==> config.mk <==
export PLATFORM = sky130hd
export DESIGN_NAME = downstream_port_config_regs
export DESIGN_NICKNAME = d
export VERILOG_FILES = /design/src/hw/port_cfg_pkg.sv /design/src/hw/boost_decode.sv /design/src/hw/downstream_port_config_regs.sv
export SDC_FILE = /design/constraint.sdc
export NUM_CORES = 1
export LEC_CHECK = 0
export BUFFER_PORTS_ARGS = -buffer_cell sky130_fd_sc_hd__clkbuf_2
export CAP_MARGIN = 20
export CELL_PAD_IN_SITES_DETAIL_PLACEMENT = 1
export CELL_PAD_IN_SITES_GLOBAL_PLACEMENT = 2
export CORE_MARGIN = 3
export CORE_UTILIZATION = 30
export DETAILED_ROUTE_END_ITERATION = 16
export PLACE_DENSITY = 0.72
export SYNTH_ARGS = -nofsm -noshare
export SYNTH_HDL_FRONTEND = slang
export SYNTH_SLANG_ARGS = --single-unit
==> constraint.sdc <==
create_clock -name clk_sys -period 2.3 [get_ports clk_sys]
set_input_delay 0.115 -clock clk_sys [delete_from_list [all_inputs] [get_ports clk_sys]]
set_output_delay 0.115 -clock clk_sys [all_outputs]
set_load 0.05 [all_outputs]
==> src/hw/port_cfg_pkg.sv <==
// Constants for the downstream port configuration register group.
// Assumes an 8-bit register address space reached by the serial port.
// Functional notes
// - Boost bits 6:4 set port 2 current
// - Boost bits 2:0 set port 1 current
// - Boost codes: nominal, -5, +10, +5 percent
// - Swap one exchanges D+ and D- pins
// - Swap bits 3,2,1 serve ports 3,2,1
// - Swap bits 7:4 and 0 reserved, ignored
// - Remap bits 7:4 place port 2; 0000 disables
// - Codes 1..3 give port 2 logical 1..3
// - Remap resets to identity mapping
// - Remap applies only while remap mode enabled
// - Hub reports port count; host numbers 1..N
// - Remap bits 3:0 place port 1, same codes
// - Reserved remap codes act as disabled
package port_cfg_pkg;
   // Register offsets
   localparam logic [7:0] BOOST_OFS  = 8'hF8;
   localparam logic [7:0] SWAP_OFS   = 8'hFA;
   localparam logic [7:0] REMAP_OFS  = 8'hFB;
   // Reset values
   localparam logic [7:0] BOOST_RST  = 8'h00;
   localparam logic [7:0] SWAP_RST   = 8'h00;
   localparam logic [7:0] REMAP_RST  = 8'h21;
   // Field positions
   localparam int BOOST_P1_LSB = 0;
   localparam int BOOST_P2_LSB = 4;
   localparam int SWAP_P1_BIT  = 1;
   localparam int SWAP_P2_BIT  = 2;
   localparam int SWAP_P3_BIT  = 3;
   localparam int REMAP_P1_LSB = 0;
   localparam int REMAP_P2_LSB = 4;
   // Writable bits; the rest read as zero
   localparam logic [7:0] BOOST_MASK = 8'h77;
   localparam logic [7:0] SWAP_MASK  = 8'h0E;
   // Remap codes
   localparam logic [3:0] MAP_OFF    = 4'h0;
   localparam logic [3:0] MAP_MAX    = 4'h3;
   localparam logic [1:0] NUM_PORTS  = 2'h3;
   // Boost decode, drive change in signed percent
   typedef enum logic [2:0] {
      BOOST_NOM  = 3'b000,
      BOOST_M5   = 3'b001,
      BOOST_P10  = 3'b010,
      BOOST_P5   = 3'b011,
      BOOST_P20  = 3'b100,
      BOOST_P15  = 3'b101,
      BOOST_P30  = 3'b110,
      BOOST_P25  = 3'b111
   } boost_code_t;
endpackage

==> src/hw/boost_decode.sv <==
// Decoder from a three-bit boost code to a signed drive change in percent.
// Purely combinational; the caller registers the result.
`timescale 1ns/10ps
module boost_decode
   import port_cfg_pkg::*;
(
   input  wire logic [2:0]        code,    // Boost field
   output logic signed [6:0]      percent  // Drive change, percent
);
   // Codes beyond the four main steps follow the same ladder
   always_comb
   begin
      case (boost_code_t'(code))
         BOOST_NOM: percent = 7'sd0;
         BOOST_M5:  percent = -7'sd5;
         BOOST_P10: percent = 7'sd10;
         BOOST_P20: percent = 7'sd20;
         BOOST_P5:  percent = 7'sd5;
         BOOST_P15: percent = 7'sd15;
         BOOST_P30: percent = 7'sd30;
         default:   percent = 7'sd25;
      endcase
   end
endmodule // boost_decode

==> src/hw/downstream_port_config_regs.sv <==
// Downstream port configuration registers: drive boost, pin swap, remap.
// Assumes a single-cycle register write/read strobe from the serial
// port engine, and a remap mode enable held in another register.
`timescale 1ns/10ps
module downstream_port_config_regs
   import port_cfg_pkg::*;
(
   input  wire logic        clk_sys,           // Core clock, 200 MHz
   input  wire logic        rst_n,             // Async reset, active low
   input  wire logic [7:0]  reg_addr,          // Register offset
   input  wire logic [7:0]  reg_wdata,         // Write data
   input  wire logic        reg_wr,            // Write strobe
   input  wire logic        reg_rd,            // Read strobe
   output logic      [7:0]  reg_rdata,         // Read data
   output logic             reg_rvalid,        // Read data valid
   input  wire logic        remap_mode_enable, // Remap mode on
   input  wire logic [3:0]  port3_remap_code,  // Port 3 remap field
   output logic      [2:0]  port1_current_boost, // Port 1 boost code
   output logic      [2:0]  port2_current_boost, // Port 2 boost code
   output logic signed [6:0] port1_boost_pct,  // Port 1 drive change
   output logic signed [6:0] port2_boost_pct,  // Port 2 drive change
   output logic      [3:1]  port_dp_dm_swap,   // Per-port D+/D- swap
   output logic      [1:0]  port1_logical,     // 0 = disabled
   output logic      [1:0]  port2_logical,     // 0 = disabled
   output logic      [1:0]  port3_logical,     // 0 = disabled
   output logic      [1:0]  port_count         // Ports reported to host
);
   typedef struct packed {
      logic [7:0]        boost;
      logic [7:0]        swap;
      logic [7:0]        remap;
      logic [7:0]        rdata;
      logic              rvalid;
      logic signed [6:0] pct1;
      logic signed [6:0] pct2;
      logic [1:0]        log1;
      logic [1:0]        log2;
      logic [1:0]        log3;
      logic [1:0]        count;
   } state_t;

   localparam state_t STATE_RST = '{
      boost: BOOST_RST, swap: SWAP_RST, remap: REMAP_RST,
      rdata: 8'h00, rvalid: 1'b0, pct1: 7'sd0, pct2: 7'sd0,
      log1: 2'h1, log2: 2'h2, log3: 2'h3, count: NUM_PORTS};

   state_t state_ff;
   state_t nxt_state;
   logic signed [6:0] nxt_pct1;
   logic signed [6:0] nxt_pct2;

   // Reserved codes fold into disabled
   function automatic logic [1:0] map_code(input logic [3:0] code);
      if (code > MAP_MAX)
         map_code = 2'h0;
      else
         map_code = code[1:0];
   endfunction

   function automatic logic [1:0] is_on(input logic [1:0] lp);
      is_on = {1'b0, lp != 2'h0};
   endfunction

   // Decoders look at the next boost value so outputs stay aligned
   boost_decode u_dec1 (
      .code    (nxt_state.boost[BOOST_P1_LSB +: 3]),
      .percent (nxt_pct1)
   );
   boost_decode u_dec2 (
      .code    (nxt_state.boost[BOOST_P2_LSB +: 3]),
      .percent (nxt_pct2)
   );

   // Register writes, reads and derived port settings
   always_comb
   begin
      nxt_state = state_ff;
      nxt_state.rvalid = reg_rd;
      if (reg_wr)
      begin
         if (reg_addr == BOOST_OFS)
            nxt_state.boost = reg_wdata & BOOST_MASK;
         else if (reg_addr == SWAP_OFS)
            nxt_state.swap = reg_wdata & SWAP_MASK;
         else if (reg_addr == REMAP_OFS)
            nxt_state.remap = reg_wdata;
      end
      // Unmapped offsets read zero
      if (reg_rd)
      begin
         if (reg_addr == BOOST_OFS)
            nxt_state.rdata = state_ff.boost;
         else if (reg_addr == SWAP_OFS)
            nxt_state.rdata = state_ff.swap;
         else if (reg_addr == REMAP_OFS)
            nxt_state.rdata = state_ff.remap;
         else
            nxt_state.rdata = 8'h00;
      end
      nxt_state.pct1 = nxt_pct1;
      nxt_state.pct2 = nxt_pct2;
      // Outside remap mode every port keeps its own number
      if (remap_mode_enable)
      begin
         nxt_state.log1 = map_code(nxt_state.remap[REMAP_P1_LSB +: 4]);
         nxt_state.log2 = map_code(nxt_state.remap[REMAP_P2_LSB +: 4]);
         nxt_state.log3 = map_code(port3_remap_code);
      end
      else
      begin
         nxt_state.log1 = 2'h1;
         nxt_state.log2 = 2'h2;
         nxt_state.log3 = 2'h3;
      end
      // Only a count is reported; a gapped map is software's fault
      nxt_state.count = is_on(nxt_state.log1) + is_on(nxt_state.log2)
                      + is_on(nxt_state.log3);
   end

   always_ff @(posedge clk_sys or negedge rst_n)
   begin
      if (!rst_n)
         state_ff <= STATE_RST;
      else
         state_ff <= nxt_state;
   end

   // All outputs come straight from the state register
   assign reg_rdata           = state_ff.rdata;
   assign reg_rvalid          = state_ff.rvalid;
   assign port1_current_boost = state_ff.boost[BOOST_P1_LSB +: 3];
   assign port2_current_boost = state_ff.boost[BOOST_P2_LSB +: 3];
   assign port1_boost_pct     = state_ff.pct1;
   assign port2_boost_pct     = state_ff.pct2;
   // One means D+ on the DM pin and D- on the DP pin
   assign port_dp_dm_swap     = state_ff.swap[SWAP_P3_BIT:SWAP_P1_BIT];
   assign port1_logical       = state_ff.log1;
   assign port2_logical       = state_ff.log2;
   assign port3_logical       = state_ff.log3;
   assign port_count          = state_ff.count;
endmodule // downstream_port_config_regs

==> out/metrics.cfg, run 1 <==
[setup_path]
reg2reg_slack_ns = 0.92
crit-reg2reg-launch = state_ff[34]
crit_type = in2reg
startpoint_type = primary input
cp-end-kind = flop
critPathArrivalTime_ns = 1.94
cp_max_fo = 16
required_ns = 2.54
r2r_end = port_count[0]
reg2reg_depth = 4

[synthesis]
yosys_warnings = 0
synth-edff-count = 0
synth_area_um2 = 2470
yosysTopAreaCellShare = 0.375
async_reset_ff_frac = 1.00
ys.flop_type = dfrtp_1
ys_seq_area_frac = 0.461
synthCells = 230
ys_top_cells_by_count = buf_4 (40), dfrtp_1 (37), nand2_1 (21)
yosysTopAreaCell = dfrtp_1
synth_most_common_cell = buf_4
syn_nets = 256
synth.ff_latch_count = 45
synth_area_per_cell_um2 = 10.7
synthTopCellsByArea = dfrtp_1 (38%), buf_4 (12%), mux2_2 (8.7%)
ys_types = 32

[global_route]
antenna_found_initial = 0
grt_pass1_vias = 1730
gr-total-overflow = 0
grt_max_degree = 31
grt_pass1_wl_um = 8950
grt_usage = 0.117

[placed_design]
place_area_um2 = 2560
dp_worst_setup_slack_ns = 0.277
io_buffers = 64
globalplace.congestion = 0.776
dp_hpwl_um = 4030

[clock_network]
clk_latency_ns = 0.29
htreeDepth = 2
cts_tree = yes
post_cts_resized = 0
clockBufferDepth = 2
postCtsSetupRepairBufs = 0
clock-sinks = 45
clk_root_buffer_cell = clkbuf_8
numCtsBuffers = 5
clk_pin_slew_worst_paths_ns = 0.09

[routing]
drc_errors = 0
drt_iter0_markers = 35
vias_per_cell = 4.51
ant_nets = 0
wirelength_um = 5400
vias = 1604
routedWlPerCell_um = 15.2
detail_route.first_pass.iterations = 4

[timing]
finalSetupTns_ns = 0
fmax_ghz = 0.587
fin_crit_sh = 0.740
rsz0062_at_grt = false
min_period_ns = 1.70
drv_slew = 0
holdWs_ns = 0.0302
setup_violations = 0
max-slew-margin-rel = 0.554
worst_clock_skew_ns = 0.00191
worstMarginPinSlew_ns = 0.663
setup_slack_ns = 0.597
finalHoldViolations = 0

[die]
die_x_um = 96.7
dieHeight_um = 96.7
fp-row-count = 32
core_um2 = 7850
ios = 65
die_area_um2 = 9340
start_util = 0.314

[hold_path]
whs_path_depth = 3
holdPathEnd = port3_logical[1]
hold_start = port3_remap_code[1]
hp-class = in2reg

[status]
status = finished, final reports clean

[power]
power_leakage_uw = 0.00136
ir_worst_vdd_v = 0.000213
power.density_nw_per_um2 = 629

[cells_and_area]
num-nets-final = 279
postLayoutCellArea_um2 = 2660
area_delta_synth_final_pct = 7.66
layout-drive-gt1-share = 0.429
fillers = 908
antennaDiodeCount = 0

[flow_run]
cap_viol_max_count = 0

## how the worst max path moves through the flow
stage,start,end,slack [ns],cells past startpoint
3_3_place_gp,reg_addr[2],port_count[0],0.32,6
4_1_cts,reg_addr[2],port_count[0],0.59,6
3_5_place_dp,reg_addr[2],port_count[0],0.28,6
5_1_grt,reg_addr[2],port_count[0],0.50,6
6_report,reg_addr[2],port_count[0],0.60,6
2_1_floorplan,reg_addr[2],port_count[0],0.37,7
## cells by family after synthesis
logic type,share of synthesized area
buffers and inverters,0.152
adders and majority gates,0.00812
and+or+nand+nor,0.145
AOI/OAI and AO/OA,0.0487
DFF,0.461
muxes,0.144
xor gates and xnor gates,0.0426
## final cells by class
cell class / instances / area [µm²] / share of cell area
Multi-Input combinational cell: 131 / 956 / 0.360
Clock buffer: 6 / 72.6 / 0.0273
Tap cell: 102 / 128 / 0.0481
Sequential cell: 45 / 1140 / 0.428
Inverter: 4 / 15.0 / 0.00566
Timing Repair Buffer: 66 / 338 / 0.127
Clock inverter: 2 / 10.0 / 0.00377
## cells in the final DEF, fill, tap and decap left out, drive strengths merged, types with 2 or more instances in the layout
master / netlist / routed
nor2: 10 / 10
nor4: 2 / 2
a21oi: 3 / 3
xor2: 6 / 6
o211ai: 6 / 6
nand2: 22 / 22
mux2i: 11 / 11
o22ai: 2 / 2
nand2b: 3 / 3
o21ai: 7 / 7
xnor2: 6 / 6
nor2b: 7 / 7
dfrtp: 37 / 37
clkinv: 0 / 2
or2: 4 / 4
mux2: 21 / 21
dfstp: 8 / 8
clkbuf: 6 / 70
nand4: 3 / 3
inv: 4 / 4
nand3: 11 / 11
a31oi: 2 / 2
nor3: 2 / 2
## flip-flops by register name, indices dropped and copies added (netlist names)
signal / cells
reg_rdata: 8
port1_boost_pct: 6
port1_current_boost: 3
port2_current_boost: 3
port2_boost_pct: 5
port_count: 2
port_dp_dm_swap: 3
state_ff: 8
port1_logical: 2
port2_logical: 2
port3_logical: 2
reg_rvalid: 1
## critical path, cell delays in order
cell      delay [ns]
clkbuf_2        0.08
nand4b_4        0.21
or4_4           0.68
o211ai_1        0.15
o211ai_1        0.15
fa_1            0.56
## per-stage QoR
| stage | power [µW] | utilization | cells |
|---|---|---|---|
| floorplan | 1150 | - | 230 |
| global placement | 1200 | 0.327 | 347 |
| detailed placement | 1200 | 0.327 | 347 |
| CTS | 1700 | 0.338 | 356 |
| global route | 1750 | 0.338 | 356 |
| finish | 1670 | 0.338 | 356 |
## where the power goes
part	total (µW)	internal (µW)	leakage (µW)	switching, µW
clock network	488	211	0.0000450	277
logic	316	90.3	0.000725	226
registers	867	837	0.000593	29.7
total	1670	1140	0.00136	532
## layer usage
layer	vias to the layer above	wire [µm]	track usage
met4	0	47	0.0400
met3	5	277	0.0324
li1	776	-	-
met1	780	2480	0.144
met5	-	0	0
met2	43	2590	0.197
## repair_timing
item	4_1_cts	5_1_grt
endpoints found under the hold margin	15	0
hold buffers	1	0
endpoints found under the setup margin	0	0
Power figures use the tool's default switching activity.
==> inputs of run 2 (changes only) <==
- clock period: 2.3 -> 1.6 ns (I/O delays scaled with it)
==> out/metrics.cfg, run 2 (synthesized netlist as in run 1, its figures left out) <==
[status]
status = finished, final reports clean

[power]
p_int_uw = 1740  ; +53%
p_sw_uw = 772  ; +45%
p_sw_frac = 0.307  ; -0.0116
ir_worst_vdd_v = 0.000382  ; +79%
power.density_nw_per_um2 = 891  ; +42%
power_leakage_uw = 0.00146  ; +7.1%
clkPwrFrac = 0.313  ; +0.021
p_seq_frac = 0.495  ; -0.024
p_comb_frac = 0.192  ; +0.003

[setup_path]
critPathArrivalTime_ns = 1.68  ; -0.26 ns
reg2reg_slack_ns = 0.14  ; -0.78 ns
crit_family = adder cells
cpPeakStageDelay_ns = 0.46  ; -0.22 ns
cp_common_cell = o211ai_1
startpoint_type = flop
crit_chain = nor2_1 -> o211ai_1 -> o211ai_1 -> fa_1
cp_max_fo = 3  ; -13
required_ns = 1.82  ; -0.72 ns
crit-reg2reg-launch = state_ff[34]
cp-end-kind = flop
worst-path-buf-inv = 0  ; -1
crit_slowest_cell = fa_1
reg2reg_depth = 4  ; unchanged
crit_type = reg2reg
r2r_end = port_count[0]

[cells_and_area]
final_cell_mix = clkbuf_2 (64), dfrtp_1 (37), nand2_1 (20), mux2_2 (19), buf_4 (18)
finalNonFillerCells = 375  ; +5.3%
antennaDiodeCount = 0  ; unchanged
layout-drive-gt1-share = 0.469  ; +0.0397
num-nets-final = 298  ; +6.8%
mostFrequentLayoutCell = clkbuf_2
final_util = 0.360  ; +0.0215
area_delta_synth_final_pct = 14.5

[timing]
setup_violations = 0  ; unchanged
fmax_ghz = 0.686
holdWs_ns = 0.0269  ; -0.00331 ns
finalHoldViolations = 0  ; unchanged
setup_slack_ns = 0.141  ; -0.456 ns
worstMarginPinSlew_ns = 0.598  ; -0.0646 ns
max-slew-margin-rel = 0.601  ; +0.0471
min_period_ns = 1.46
fin_crit_sh = 0.912
finalSetupTns_ns = 0  ; unchanged
rsz0062_at_grt = false
worst_clock_skew_ns = 0.00437  ; +0.00246 ns
drv_slew = 0  ; unchanged

[routing]
vias = 1715  ; +6.9%
vias_per_cell = 4.57  ; +1.5%
detail_route.first_pass.iterations = 4  ; unchanged
routedWlPerCell_um = 15.0  ; -0.90%
drc_errors = 0  ; unchanged
drt_iter0_markers = 40  ; +14%
ant_nets = 0  ; unchanged
wirelength_um = 5640  ; +4.4%

[die]
dieHeight_um = 96.7  ; unchanged
die_x_um = 96.7  ; unchanged
fp-row-count = 32  ; unchanged
start_util = 0.314  ; unchanged
core_um2 = 7850  ; unchanged
die_area_um2 = 9340  ; unchanged
ios = 65  ; unchanged

[placed_design]
dp_hpwl_um = 4230  ; +5.0%
globalplace.congestion = 0.753  ; -3.0%
dp_worst_setup_slack_ns = -0.133  ; -0.410 ns
post-place-cells = 364  ; +4.9%
io_buffers = 64  ; unchanged

[clock_network]
clk_pin_slew_worst_paths_ns = 0.09  ; about the same
numCtsBuffers = 5  ; unchanged
clock-sinks = 45  ; unchanged
cts_tree = yes
clk_root_buffer_cell = clkbuf_8
postCtsSetupRepairBufs = 0  ; unchanged
clockBufferDepth = 2  ; unchanged
htreeDepth = 2  ; unchanged
clk_latency_ns = 0.30  ; about the same

[flow_run]
cap_viol_max_count = 0  ; unchanged

[global_route]
grt_max_degree = 46  ; +48%
grt_usage = 0.126  ; +0.00948
antenna_found_initial = 0  ; unchanged
grt_pass1_vias = 1864  ; +7.7%
grt_pass1_wl_um = 9670  ; +8.1%
gr-total-overflow = 0  ; unchanged

[hold_path]
hold_start = port3_remap_code[2]
whs_path_depth = 4  ; +1
holdPathEnd = port3_logical[0]
hp-class = in2reg

## run 2: cell count changes in the layout (fill, tap and decap cells not counted)
| cell | before | now |
|---|---|---|
| clkinv_2 | 2 | 1 |
| buf_4 | 1 | 18 |
| clkbuf_1 | 1 | 0 |
| dlygate4sd3_1 | 1 | 3 |
| nand2_1 | 21 | 20 |
| nand2_2 | 1 | 2 |
| clkbuf_8 | 5 | 7 |
## run 2: timing repair
| item | 4_1_cts | 5_1_grt |
|---|---|---|
| hold buffers | 3 | 0 |
| endpoints found under the hold margin | 39 | 0 |
| gates resized for setup | 0 | 0 |
## run 2: tightest hold or removal path: cells and delay by family
kind          cells  cell delay [ns]
simple gates      3             0.17
buf+inv           1             0.07
## run 2: layout make-up
class                   count  area (µm²)
flip-flops and latches     45        1140
inverters                   4        15.0
well taps                 102         128
repair buffers             85         485
clock inverters             1        5.00
fillers                   929        5020
clock buffers               7        96.3
multi-input cells         131         958
## run 2: how the worst max path moves through the flow
stage	start	end	slack [ns]	depth (start not counted)
6_report	state_ff[34]	port_count[0]	0.14	4
5_1_grt	state_ff[34]	port_count[0]	0.03	4
4_1_cts	state_ff[34]	port_count[0]	0.13	4
3_5_place_dp	reg_addr[2]	port_count[0]	-0.13	7
3_3_place_gp	reg_addr[2]	port_count[0]	0.01	7
2_1_floorplan	reg_addr[1]	port_count[0]	-0.18	8
## run 2: through the flow
stage,total power [µW],area (µm²)
finish,2520,2820
global route,2650,2820
floorplan,1660,2500
detailed placement,1760,2690
CTS,2560,2820
global placement,1750,2690
## run 2: per-layer routing
metal  GRT usage  vias up  share of wire
met4      0.0292        0          0.010
met1       0.162      850           0.44
met2       0.214       43           0.50
met5           0        -              0
met3      0.0324        7          0.046
li1            -      815              -
## run 2: power by group through the flow
stage          combinational (µW)  sequential (µW)  clock (µW)
2_1_floorplan                 400             1260           0
3_3_place_gp                  480             1270           0
3_5_place_dp                  487             1270           0
4_1_cts                       493             1250         823
5_1_grt                       525             1260         874
6_report                      484             1250         787
